[src/design/psr_consts.vh]
`ifndef PSR_CONSTS_VH
`define PSR_CONSTS_VH

// Register indices; byte address is four times the index
`define PSR_IDX_CMD        6'h0D
`define PSR_IDX_PORT       6'h0E
`define PSR_IDX_FLD        6'h0F
`define PSR_IDX_STS        6'h10
`define PSR_IDX_LSB        2
`define PSR_IDX_MSB        7

// Indirect command field
`define PSR_CMD_MSB        15
`define PSR_CMD_LSB        14
`define PSR_CMD_ADDR       2'b00
`define PSR_CMD_DATA       2'b01
`define PSR_CMD_DATA_INC   2'b10
`define PSR_CMD_DATA_INCW  2'b11
`define PSR_SEL_MSB        4
`define PSR_SEL_LSB        0
`define PSR_SEL_VENDOR     5'h1F
`define PSR_SEL_SPACE3     5'h03
`define PSR_SEL_SPACE7     5'h07
`define PSR_CMD_RST        16'h0000
`define PSR_CMD_MASK       16'hC01F
`define PSR_PORT_RST       16'h0010
`define PSR_PTR_ONE        16'h0001
`define PSR_MEM_AW         5

// Link-drop cause field
`define PSR_FLD_LSB        4
`define PSR_FLD_MSB        8
`define PSR_FLD_DESCR      5'h10
`define PSR_FLD_RXERR      5'h08
`define PSR_FLD_CODING     5'h04
`define PSR_FLD_SNR        5'h02
`define PSR_FLD_ENERGY     5'h01
`define PSR_FLD_RST        5'h00

// Composite status bit positions
`define PSR_STS_RSVD       15
`define PSR_STS_MDIX       14
`define PSR_STS_RXERR      13
`define PSR_STS_POL        12
`define PSR_STS_FCAR       11
`define PSR_STS_SIGDET     10
`define PSR_STS_DLOCK      9
`define PSR_STS_PAGE       8
`define PSR_STS_INT        7
`define PSR_STS_RFAULT     6
`define PSR_STS_JABBER     5
`define PSR_STS_ANEG       4
`define PSR_STS_LOOP       3
`define PSR_STS_DUPLEX     2
`define PSR_STS_SPEED      1
`define PSR_STS_LINK       0
`define PSR_SPEED_RST      1'b1

// Receive-error link drop
`define PSR_RXERR_LIMIT    6'd32
`define PSR_WINDOW_NS      10000
`define PSR_CLK_NS         10
`define PSR_WINDOW_CYC     (`PSR_WINDOW_NS / `PSR_CLK_NS)
`define PSR_WIN_W          10
`define PSR_CNT_W          6

// Bus answers
`define PSR_RESP_OKAY      2'b00
`define PSR_RESP_DECERR    2'b11
`define PSR_ZERO16         16'h0000
`define PSR_ZERO32         32'h00000000

`endif

[src/design/psr_ext_mem.v]
`timescale 1ns/10ps
`include "psr_consts.vh"

module psr_ext_mem (
    input  wire                    aclk,
    input  wire                    we,
    input  wire [`PSR_MEM_AW-1:0]  waddr,
    input  wire [15:0]             wdata,
    input  wire [`PSR_MEM_AW-1:0]  raddr,
    output reg  [15:0]             rdata
);
    reg [15:0] mem [0:(1<<`PSR_MEM_AW)-1];

    always @(posedge aclk) begin
        if (we) begin
            mem[waddr] <= wdata;
        end
        rdata <= mem[raddr];
    end
endmodule // psr_ext_mem

[src/design/psr_regs.v]
// Contract
// - Port holds target address when command is 00, else extended-space data.
// - Command 00 address, 01 data, 10 inc on read/write, 11 inc on write.
// - Each cause bit latches high when its enabled drop condition drops link.
// - Cause bits one-hot: descrambler, rx errors, coding, low SNR, energy loss.
// - With rx-error drop enabled, 32 rx errors within 10 us drop the link; code counts them per fixed 1000-cycle window.
// - Status bit 14 is 1 while pairs are swapped, 0 when normal.
// - Status bit 13 latches on rx error, clears on receive error counter read.
// - Bit 12 mirrors polarity flag, clears on its register read, not status read.
// - Bit 11 latches on false carrier, clears on false carrier counter read.
// - Bit 10 is 100M signal detect, latching low; ignore during low-power idle.
// - Bit 9 is descrambler lock, latching low; ignore during low-power idle.
// - Bit 8 duplicates page received, clears on autoneg expansion read.
// - Bit 7 latches while interrupt pending, clears on interrupt source read.
// - Bit 6 set on partner remote fault, clears on basic status read or reset.
// - Bit 5 mirrors jabber detect; status read does not clear it.
// - Bits 4..1: autoneg done, loopback, full duplex, 10M speed resetting to 1.
// - Bit 0 copies link status; status read does not clear it.
//
// Our own choice: the AXI4-Lite interface to the registers.
`timescale 1ns/10ps
`include "psr_consts.vh"

module psr_regs (
    input  wire        aclk,
    input  wire        aresetn,
    input  wire [7:0]  s_axi_awaddr,
    input  wire        s_axi_awvalid,
    output reg         s_axi_awready,
    input  wire [31:0] s_axi_wdata,
    input  wire [3:0]  s_axi_wstrb,
    input  wire        s_axi_wvalid,
    output reg         s_axi_wready,
    output reg  [1:0]  s_axi_bresp,
    output reg         s_axi_bvalid,
    input  wire        s_axi_bready,
    input  wire [7:0]  s_axi_araddr,
    input  wire        s_axi_arvalid,
    output reg         s_axi_arready,
    output reg  [31:0] s_axi_rdata,
    output reg  [1:0]  s_axi_rresp,
    output reg         s_axi_rvalid,
    input  wire        s_axi_rready,
    input  wire        mdix_swapped,
    input  wire        rx_error_event,
    input  wire        polarity_inverted,
    input  wire        false_carrier_event,
    input  wire        signal_detect,
    input  wire        descrambler_lock,
    input  wire        page_received,
    input  wire        interrupt_pending,
    input  wire        remote_fault_event,
    input  wire        jabber_detect,
    input  wire        autoneg_complete,
    input  wire        loopback_enabled,
    input  wire        full_duplex,
    input  wire        speed_10,
    input  wire        link_up,
    input  wire        rx_err_drop_enable,
    input  wire        drop_descr_sync,
    input  wire        drop_coding_viol,
    input  wire        drop_low_snr,
    input  wire        drop_energy_loss,
    input  wire        receive_error_counter_rd,
    input  wire        ten_meg_status_control_rd,
    input  wire        false_carrier_counter_rd,
    input  wire        autoneg_expansion_rd,
    input  wire        interrupt_source_rd,
    input  wire        basic_status_reg_rd,
    output reg         link_drop_rx_err
);
    function is_data;
        input [1:0] cmd;
        is_data = (cmd != `PSR_CMD_ADDR);
    endfunction

    function sel_ok;
        input [4:0] sel;
        sel_ok = (sel == `PSR_SEL_VENDOR) || (sel == `PSR_SEL_SPACE3) ||
                 (sel == `PSR_SEL_SPACE7);
    endfunction

    function mapped;
        input [5:0] idx;
        mapped = (idx == `PSR_IDX_CMD) || (idx == `PSR_IDX_PORT) ||
                 (idx == `PSR_IDX_FLD) || (idx == `PSR_IDX_STS);
    endfunction

    function [15:0] merge;
        input [15:0] old;
        input [15:0] nw;
        input [1:0]  strb;
        merge = {strb[1] ? nw[15:8] : old[15:8], strb[0] ? nw[7:0] : old[7:0]};
    endfunction

    // Bus state
    reg        aw_got;
    reg        w_got;
    reg [5:0]  wr_idx;
    reg [15:0] wr_data;
    reg [1:0]  wr_strb;
    reg        rd_pend;
    reg [5:0]  rd_idx;

    // Register state
    reg [15:0] indirect_command_reg;
    reg [15:0] addr_ptr;
    reg [4:0]  link_drop_cause;
    reg [15:0] phy_composite_status;
    reg        ll_rearm;

    // Receive-error window
    reg [`PSR_WIN_W-1:0] win_cnt;
    reg [`PSR_CNT_W-1:0] err_cnt;

    wire [15:0] mem_rdata;
    wire [1:0]  cmd  = indirect_command_reg[`PSR_CMD_MSB:`PSR_CMD_LSB];
    wire [4:0]  sel  = indirect_command_reg[`PSR_SEL_MSB:`PSR_SEL_LSB];
    wire        do_wr = aw_got && w_got && !s_axi_bvalid;
    wire        do_rd = rd_pend;
    wire        wr_port_data = do_wr && (wr_idx == `PSR_IDX_PORT) && is_data(cmd);
    wire        mem_we = wr_port_data && sel_ok(sel);
    wire        rd_port = do_rd && (rd_idx == `PSR_IDX_PORT);
    wire        rd_fld = do_rd && (rd_idx == `PSR_IDX_FLD);
    wire        rd_sts = do_rd && (rd_idx == `PSR_IDX_STS);
    wire [4:0]  fld_cond = {drop_descr_sync, link_drop_rx_err, drop_coding_viol,
                            drop_low_snr, drop_energy_loss};
    wire        aw_hs = s_axi_awvalid && s_axi_awready;
    wire        w_hs  = s_axi_wvalid && s_axi_wready;
    wire        ar_hs = s_axi_arvalid && s_axi_arready;
    wire        next_aw_got = (aw_got && !do_wr) || aw_hs;
    wire        next_w_got  = (w_got && !do_wr) || w_hs;
    wire        next_bvalid = do_wr || (s_axi_bvalid && !s_axi_bready);
    wire        next_rd_pend = ar_hs;
    wire        next_rvalid = do_rd || (s_axi_rvalid && !s_axi_rready);

    psr_ext_mem u_mem (
        .aclk  (aclk),
        .we    (mem_we),
        .waddr (addr_ptr[`PSR_MEM_AW-1:0]),
        .wdata (merge(mem_rdata, wr_data, wr_strb)),
        .raddr (addr_ptr[`PSR_MEM_AW-1:0]),
        .rdata (mem_rdata)
    );

    // Write channel: address and data taken in either order
    always @(posedge aclk) begin
        if (!aresetn) begin
            aw_got        <= 1'b0;
            w_got         <= 1'b0;
            wr_idx        <= 6'h00;
            wr_data       <= `PSR_ZERO16;
            wr_strb       <= 2'b00;
            s_axi_awready <= 1'b0;
            s_axi_wready  <= 1'b0;
            s_axi_bvalid  <= 1'b0;
            s_axi_bresp   <= `PSR_RESP_OKAY;
        end else begin
            aw_got        <= next_aw_got;
            w_got         <= next_w_got;
            s_axi_awready <= !next_aw_got && !next_bvalid;
            s_axi_wready  <= !next_w_got && !next_bvalid;
            s_axi_bvalid  <= next_bvalid;
            if (aw_hs) begin
                wr_idx <= s_axi_awaddr[`PSR_IDX_MSB:`PSR_IDX_LSB];
            end
            if (w_hs) begin
                wr_data <= s_axi_wdata[15:0];
                wr_strb <= s_axi_wstrb[1:0];
            end
            if (do_wr) begin
                s_axi_bresp <= mapped(wr_idx) ? `PSR_RESP_OKAY : `PSR_RESP_DECERR;
            end
        end
    end

    // Read channel: one cycle to fetch, answer the next
    always @(posedge aclk) begin
        if (!aresetn) begin
            rd_pend       <= 1'b0;
            rd_idx        <= 6'h00;
            s_axi_arready <= 1'b0;
            s_axi_rvalid  <= 1'b0;
            s_axi_rdata   <= `PSR_ZERO32;
            s_axi_rresp   <= `PSR_RESP_OKAY;
        end else begin
            rd_pend       <= next_rd_pend;
            s_axi_rvalid  <= next_rvalid;
            s_axi_arready <= !next_rd_pend && !next_rvalid;
            if (ar_hs) begin
                rd_idx <= s_axi_araddr[`PSR_IDX_MSB:`PSR_IDX_LSB];
            end
            if (do_rd) begin
                s_axi_rresp <= mapped(rd_idx) ? `PSR_RESP_OKAY : `PSR_RESP_DECERR;
                case (rd_idx)
                    `PSR_IDX_CMD: begin
                        s_axi_rdata <= {16'h0000, indirect_command_reg};
                    end
                    `PSR_IDX_PORT: begin
                        if (!is_data(cmd)) begin
                            s_axi_rdata <= {16'h0000, addr_ptr};
                        end else if (sel_ok(sel)) begin
                            s_axi_rdata <= {16'h0000, mem_rdata};
                        end else begin
                            s_axi_rdata <= `PSR_ZERO32;
                        end
                    end
                    `PSR_IDX_FLD: begin
                        s_axi_rdata <= {16'h0000, 7'h00, link_drop_cause, 4'h0};
                    end
                    `PSR_IDX_STS: begin
                        s_axi_rdata <= {16'h0000, phy_composite_status};
                    end
                    default: begin
                        s_axi_rdata <= `PSR_ZERO32;
                    end
                endcase
            end
        end
    end

    // Command register and address pointer
    always @(posedge aclk) begin
        if (!aresetn) begin
            indirect_command_reg <= `PSR_CMD_RST;
            addr_ptr             <= `PSR_PORT_RST;
        end else begin
            if (do_wr && (wr_idx == `PSR_IDX_CMD)) begin
                indirect_command_reg <= merge(indirect_command_reg, wr_data, wr_strb) &
                    `PSR_CMD_MASK;
            end
            // A write in the same cycle as a read takes precedence
            if (rd_port && sel_ok(sel) && (cmd == `PSR_CMD_DATA_INC)) begin
                addr_ptr <= addr_ptr + `PSR_PTR_ONE;
            end
            if (do_wr && (wr_idx == `PSR_IDX_PORT) && !is_data(cmd)) begin
                addr_ptr <= merge(addr_ptr, wr_data, wr_strb);
            end else if (mem_we && ((cmd == `PSR_CMD_DATA_INC) ||
                                    (cmd == `PSR_CMD_DATA_INCW))) begin
                addr_ptr <= addr_ptr + `PSR_PTR_ONE;
            end
        end
    end

    // Receive errors counted over fixed windows of the drop interval
    always @(posedge aclk) begin
        if (!aresetn) begin
            win_cnt          <= {`PSR_WIN_W{1'b0}};
            err_cnt          <= {`PSR_CNT_W{1'b0}};
            link_drop_rx_err <= 1'b0;
        end else begin
            link_drop_rx_err <= 1'b0;
            if (!rx_err_drop_enable ||
                (win_cnt == `PSR_WINDOW_CYC - 1)) begin
                win_cnt <= {`PSR_WIN_W{1'b0}};
                err_cnt <= {`PSR_CNT_W{1'b0}};
            end else begin
                win_cnt <= win_cnt + 1'b1;
                if (rx_error_event) begin
                    if (err_cnt + 1'b1 == `PSR_RXERR_LIMIT) begin
                        link_drop_rx_err <= 1'b1;
                        err_cnt          <= {`PSR_CNT_W{1'b0}};
                    end else begin
                        err_cnt <= err_cnt + 1'b1;
                    end
                end
            end
        end
    end

    // Cause latch: a live condition wins over the read clear
    always @(posedge aclk) begin
        if (!aresetn) begin
            link_drop_cause <= `PSR_FLD_RST;
        end else begin
            link_drop_cause <= (rd_fld ? `PSR_FLD_RST : link_drop_cause) | fld_cond;
        end
    end

    // Composite status
    always @(posedge aclk) begin
        if (!aresetn) begin
            phy_composite_status                 <= `PSR_ZERO16;
            phy_composite_status[`PSR_STS_SPEED] <= `PSR_SPEED_RST;
            ll_rearm                             <= 1'b1;
        end else begin
            ll_rearm <= rd_sts;
            phy_composite_status[`PSR_STS_RSVD] <= 1'b0;
            phy_composite_status[`PSR_STS_MDIX] <= mdix_swapped;
            phy_composite_status[`PSR_STS_RXERR] <= rx_error_event ||
                (phy_composite_status[`PSR_STS_RXERR] && !receive_error_counter_rd);
            phy_composite_status[`PSR_STS_POL] <= polarity_inverted ||
                (phy_composite_status[`PSR_STS_POL] && !ten_meg_status_control_rd);
            phy_composite_status[`PSR_STS_FCAR] <= false_carrier_event ||
                (phy_composite_status[`PSR_STS_FCAR] && !false_carrier_counter_rd);
            // Low-power idle is not filtered here; software discards these bits then
            phy_composite_status[`PSR_STS_SIGDET] <= signal_detect &&
                (phy_composite_status[`PSR_STS_SIGDET] || ll_rearm);
            phy_composite_status[`PSR_STS_DLOCK] <= descrambler_lock &&
                (phy_composite_status[`PSR_STS_DLOCK] || ll_rearm);
            phy_composite_status[`PSR_STS_PAGE] <= page_received ||
                (phy_composite_status[`PSR_STS_PAGE] && !autoneg_expansion_rd);
            phy_composite_status[`PSR_STS_INT] <= interrupt_pending ||
                (phy_composite_status[`PSR_STS_INT] && !interrupt_source_rd);
            phy_composite_status[`PSR_STS_RFAULT] <= remote_fault_event ||
                (phy_composite_status[`PSR_STS_RFAULT] && !basic_status_reg_rd);
            phy_composite_status[`PSR_STS_JABBER] <= jabber_detect;
            phy_composite_status[`PSR_STS_ANEG]   <= autoneg_complete;
            phy_composite_status[`PSR_STS_LOOP]   <= loopback_enabled;
            phy_composite_status[`PSR_STS_DUPLEX] <= full_duplex;
            phy_composite_status[`PSR_STS_SPEED]  <= speed_10;
            phy_composite_status[`PSR_STS_LINK]   <= link_up;
        end
    end
endmodule // psr_regs

[config.mk]
export PLATFORM = sky130hd
export DESIGN_NAME = psr_regs
export DESIGN_NICKNAME = d
export VERILOG_FILES = /design/src/design/psr_ext_mem.v /design/src/design/psr_regs.v
export VERILOG_INCLUDE_DIRS = /design/src /design/src/design
export SDC_FILE = /design/constraint.sdc
export NUM_CORES = 1
export LEC_CHECK = 0
export ABC_CLOCK_PERIOD_IN_PS = 4300
export BUFFER_PORTS_ARGS = -buffer_cell sky130_fd_sc_hd__buf_2
export CORE_MARGIN = 10
export CORE_UTILIZATION = 45
export DETAILED_ROUTE_END_ITERATION = 7
export PLACE_DENSITY = 0.72
export RECOVER_POWER = 25
export SYNTH_ARGS = -nofsm -noshare
export SYNTH_HDL_FRONTEND = slang
export SYNTH_HIERARCHICAL = 1
export SYNTH_SLANG_ARGS = --single-unit
export TNS_END_PERCENT = 50
[constraint.sdc]
create_clock -name aclk -period 4.3 [get_ports aclk]
set_input_delay 1.29 -clock aclk [delete_from_list [all_inputs] [get_ports aclk]]
set_output_delay 1.29 -clock aclk [all_outputs]
set_load 0.05 [all_outputs]
* After elaboration in Yosys (flattened, before gate mapping)
Memory sizes are Yosys's and may differ from the RTL's. A register that Yosys moved wholly into a read port is not among the register bits. Index checks and enable logic that the tools add are counted.
Word-level totals: register bits 136, RAM bits 512, input bits 85, output and inout port bits 42, memories 1
Memories:
- u_mem.mem | words 32, bits a word 16, read ports 1, clocked after memory_dff 1, wr ports 1, line psr_ext_mem.v:12 | reg [15:0] mem [0:(1<<`PSR_MEM_AW)-1];
Operators by class: add/sub/neg operators 3, eq/ne operators 17, mux-type cells 17, bitwise operators 3, reductions and logical operators 78
Operator list (count):
- $mux W16 | 5
- $pmux W16 S4 | 1
- $eq A6 B4 Y1 const B | 6
- $mux W8 | 4
- $logic_and A1 B1 Y1 | 31
- $logic_or A1 B1 Y1 | 22
- $logic_not A1 Y1 | 17
- $add A16 B1 Y16 const B | 1
- $eq A6 B5 Y1 const B | 2
- $add A10 B1 Y10 const B | 1
- $eq A10 B10 Y1 const B | 1
- $reduce_and A2 Y1 | 4
- $add A6 B1 Y6 const B | 1
- $eq A6 B6 Y1 const B | 1
- $mux W6 | 1
- $eq A5 B2 Y1 const B | 1
- $eq A5 B3 Y1 const B | 1
- $eq A5 B5 Y1 const B | 1
- $mux W5 | 1
- $or A5 B5 Y5 | 1
- $eq A2 B2 Y1 const B | 2
- $mux W2 | 2
- $ne A2 B2 Y1 const B | 2
- $mux W1 | 3
- other kinds (5) | 6

* Longest topological paths before layout
depth after elaboration 8, depth in mapped cells 8, depth with buffers taken out 6

* Cells and area by module
Netlist, hierarchy kept.
Modules (own cells, without submodules):
- psr_ext_mem | times used 1, cells an instance 1143, area an instance 20535.9 um^2, sequential area each 15695.1 um^2
- psr_regs | times used 1, cells an instance 641, area an instance 5391.4 um^2, sequential area each 2342.2 um^2

* Worst setup path after synthesis
OpenSTA, ideal clock, no wires.
path type flip-flop to flip-flop, start point register s_axi_bvalid, end point memory u_mem.mem[12][0], enable pin, library setup time 388 ps, arrival time 2568 ps, setup slack 1344 ps, cell stages (with the launch flop) 7, period minus slack after synthesis 2956 ps, cells stage by stage dfxtp_1 -> and4bb_2 -> nand3_1 -> nor2_1 -> or3b_2 -> clkbuf_1 -> nor2_1
On the way: word-level cells in the longest chain between the ends 7
RTL lines:
- start: declaration | line psr_regs.v:35 | output reg s_axi_bvalid,
- start signal: assignment | line psr_regs.v:163 | s_axi_bvalid <= next_bvalid;
- $logic_not A1 Y1 | line psr_regs.v:119 | wire do_wr = aw_got && w_got && !s_axi_bvalid;
- $logic_and A1 B1 Y1 | line psr_regs.v:119
- $logic_and A1 B1 Y1 (2 in series) | line psr_regs.v:121 | wire wr_port_data = do_wr && (wr_idx == `PSR_IDX_PORT) && is_data(cmd);
- $logic_and A1 B1 Y1 | line psr_regs.v:122 | wire mem_we = wr_port_data && sel_ok(sel);
- via mem_we | line psr_regs.v:122
- $mux W1 | line psr_ext_mem.v:15 | if (we) begin
- $mux W1 (not written as such) | line psr_ext_mem.v:16 | mem[waddr] <= wdata;
- end: declaration | line psr_ext_mem.v:12
The timed path passes the listed nets, and every way through them passes these cells.

* Final worst setup path
start point register s_axi_bvalid, end point memory u_mem.mem[16][10], enable pin
Same word-level chain as after synthesis.

==> results.md <==
- CTS max path bufs: 3
- # fillers: 4665
- DP Area: 0.02706 mm²
- Initial drt markers: 1663
- Clk root buf: clkbuf_16
- Clk_skew: 0.02248 ns
- Global-route wire length before repair: 90990 µm
- Outcome: finished, violations left
- Simple-gate share of the synthesized area: 7.673%
- Post-synth ARST share: 0%
- CP most frequent cell: nor2_1
- Mux cell area share after synthesis: 10.89%
- Grt total ovfl: 0
- Critical path's largest stage delay: 0.64 ns
- Reg-to-reg slack, setup: 1.15 ns
- Drt drc: 0
- Slew Limit Fails: 34
- Core area: 0.05671 mm²
- Starting Density: 45.72%
- Seq pwr share: 54.2%
- Distinct cells, synth: 72
- Worst EP required: 4.63 ns
- WL final: 60350 µm
- # IOs: 127
- Setup violators final: 0
- Mapped Area: 0.02593 mm²
- Post-synthesis average cell area: 14.53 µm²
- WL/cell: 22.38 µm
- # rows: 87
- Synth Warn #: 6
- Routability cong.: 0.8858
- Final HPWL DP: 37480 µm
- Setup crit end: u_mem/mem[16][10]
- Data arrival, critical path: 3.48 ns
- Min Tclk post-route: 3.148 ns
- Ys flop type: edfxtp_1
- Area leader, netlist: edfxtp_1
- Mapped Cells: 1784
- Dpl ws: 1.184 ns
- DRT Pass-1 Iters: 7
- Slew HR: -10.21%
- Adder-cell area share of the yosys netlist: 0.1448%
- Clock Power Share: 44.0%
- Final clock period utilization by the worst path: 73.20%
- Worst r2r dst: u_mem/mem[16][10]
- Crit. End Element: flop
- CP startpoint: s_axi_bvalid
- Synthesis-to-finish area growth: 12.31%
- WHS: 0.4432 ns
- CP Depth: 6
- Max VDD drop: 0.3273 mV
- Critical-path cell list: and4bb_2, nand3_1, nor2_1, or3b_2, nor2_1, buf_4
- H-tree depth: 2
- PD cells: 427.5 mW/mm²
- Clk sinks: 645
- Biggest register: u_mem/mem
- Vias after detailed routing: 15480
- Sequential area share after synthesis: 69.57%
- Synth Area in Compound Gates: 8.136%
- Gates resized, CTS repair: 0
- PnR Total Power: 12.45 mW
- Synth top area cells: edfxtp_1, dfxtp_1, mux2i_1
- Share of layout cells above drive strength 1: 13.76%
- Post-route cell area: 0.02912 mm²
- Register-to-Register Path Depth: 6
- Max reg flops: 512
- Switching pwr: 2.498 mW
- CTS buffer count: 61
- Number of synthesized flops with an enable pin: 512
- Vias in the first global route: 15180
- CP Launch Type: flop
- Post-synth top cells: edfxtp_1, mux2i_1, dfxtp_1, nand2_1, a21oi_1
- Peak Freq: 317.7 MHz
- Number of cells on the worst hold path: 1
- # diodes: 0
- Die area: 0.06762 mm²
- P_int: 9.952 mW
- RSZ-0062 raised after global routing: no
- Initial antenna violation count: 0
- XOR/XNOR share of the synthesized area: 0.2702%
- Sw Ratio: 20.06%
- Hold WC Path Type: flop to flop
- Die Ht: 260.0 µm
- Setup TNS: 0 ns
- Post-synthesis register bit count: 645
- Largest net degree at the start of global routing: 123
- Routed vias/inst: 5.738
- Input/output buffers: 88
- Post-layout nets: 1978
- Cts hold-fix bufs: 0
- MaxCap Viol Count: 1
- Multi-input logic area: 0.007114 mm²
- Worst-path clk slew: 0.06 ns
- Yosys top cell area share: 59.30%
- Slew @ Worst Pin: 1.653 ns
- Launching point of the worst reg2reg path: s_axi_bvalid
- Final WS setup: 1.152 ns
- CP max FO: 9
- All-Layer GR Usage: 17.41%
- Gate power share: 1.8%
- Sequential standard cell area: 0.01804 mm²
- WP buf/inv: 1
- CTS tree: yes
- Most frequent cell after synthesis: edfxtp_1
- Post-CTS Setup Bufs: 0
- Leakage power: 9.168 nW
- Failing checks: capacitance limit, slew limit
- Slowest-stage cell, CP: or3b_2
- Die Wd: 260.0 µm
- Clock Latency Late Sink: 0.63 ns
- CP top delay family: simple AND/OR/NAND/NOR gates
- Antenna Violating Nets Remaining: 0
- Final hold vios: 0
- Largest family of logic cells by synthesized area: multiplexers
- Critical path class: flop to flop
==> cell usage in the layout, fill, tap and decap left out, drive strengths merged, types with 19 or more instances in the layout <==
cell    count
edfxtp    512
nor2       87
nand4      25
a31oi      19
clkinv     19
o21ai      19
nor3       23
dfxtp     133
nand2     129
clkbuf     77
a22oi      77
a22o       34
buf       142
mux2i     264
nand3      64
a21oi     101
==> how the worst min path moves through the flow <==
stage	startpoint	to	slack, ns
5_1_grt	win_cnt[0]	win_cnt[0]	0.48
2_1_floorplan	win_cnt[0]	win_cnt[0]	0.41
4_1_cts	win_cnt[0]	win_cnt[0]	0.45
6_report	win_cnt[0]	win_cnt[0]	0.44
3_3_place_gp	win_cnt[0]	win_cnt[0]	0.42
3_5_place_dp	win_cnt[0]	win_cnt[0]	0.44
==> logic make-up (layout without fill, tap and decap cells) <==
| group | count (synthesis) | after routing |
|---|---|---|
| buf+inv | 129 | 271 |
| flops | 645 | 645 |
| mux | 280 | 280 |
| xor+xnor | 8 | 8 |
| fa+ha+maj | 3 | 3 |
| other cells | 1 | 16 |
| compound gates | 312 | 312 |
| simple gates | 406 | 406 |
==> layer usage <==
layer | GRT usage (%) | wire, µm | share of wire [%]
met5 | 0 | 0 | 0
met4 | 6.578 | 1962 | 3.3
met3 | 2.828 | 4749 | 7.9
met2 | 27.76 | 28320 | 47
met1 | 23.61 | 25320 | 42
==> layout make-up <==
cell class / instances / area share (%)
Clock buffer: 75 / 5.607
Clock inverter: 39 / 1.478
Inverter: 13 / 0.1676
Multi-Input combinational cell: 1025 / 24.43
Sequential cell: 645 / 61.96
Tap cell: 756 / 3.248
Timing Repair Buffer: 144 / 3.111
==> power by group through the flow <==
stage	clock network [mW]	logic, mW	registers [mW]
3_3_place_gp	0	0.216	6.88
6_report	5.48	0.220	6.75
4_1_cts	5.56	0.223	6.75
5_1_grt	5.83	0.242	6.75
2_1_floorplan	0	0.142	6.88
3_5_place_dp	0	0.222	6.88
==> metrics by stage <==
step	utilization (%)	std cells
after floorplan	-	1799
after global placement	47.72	2583
after detailed placement	47.72	2583
after CTS	51.35	2697
after global routing	51.34	2697
final	51.34	2697
Power figures use the tool's default switching activity.
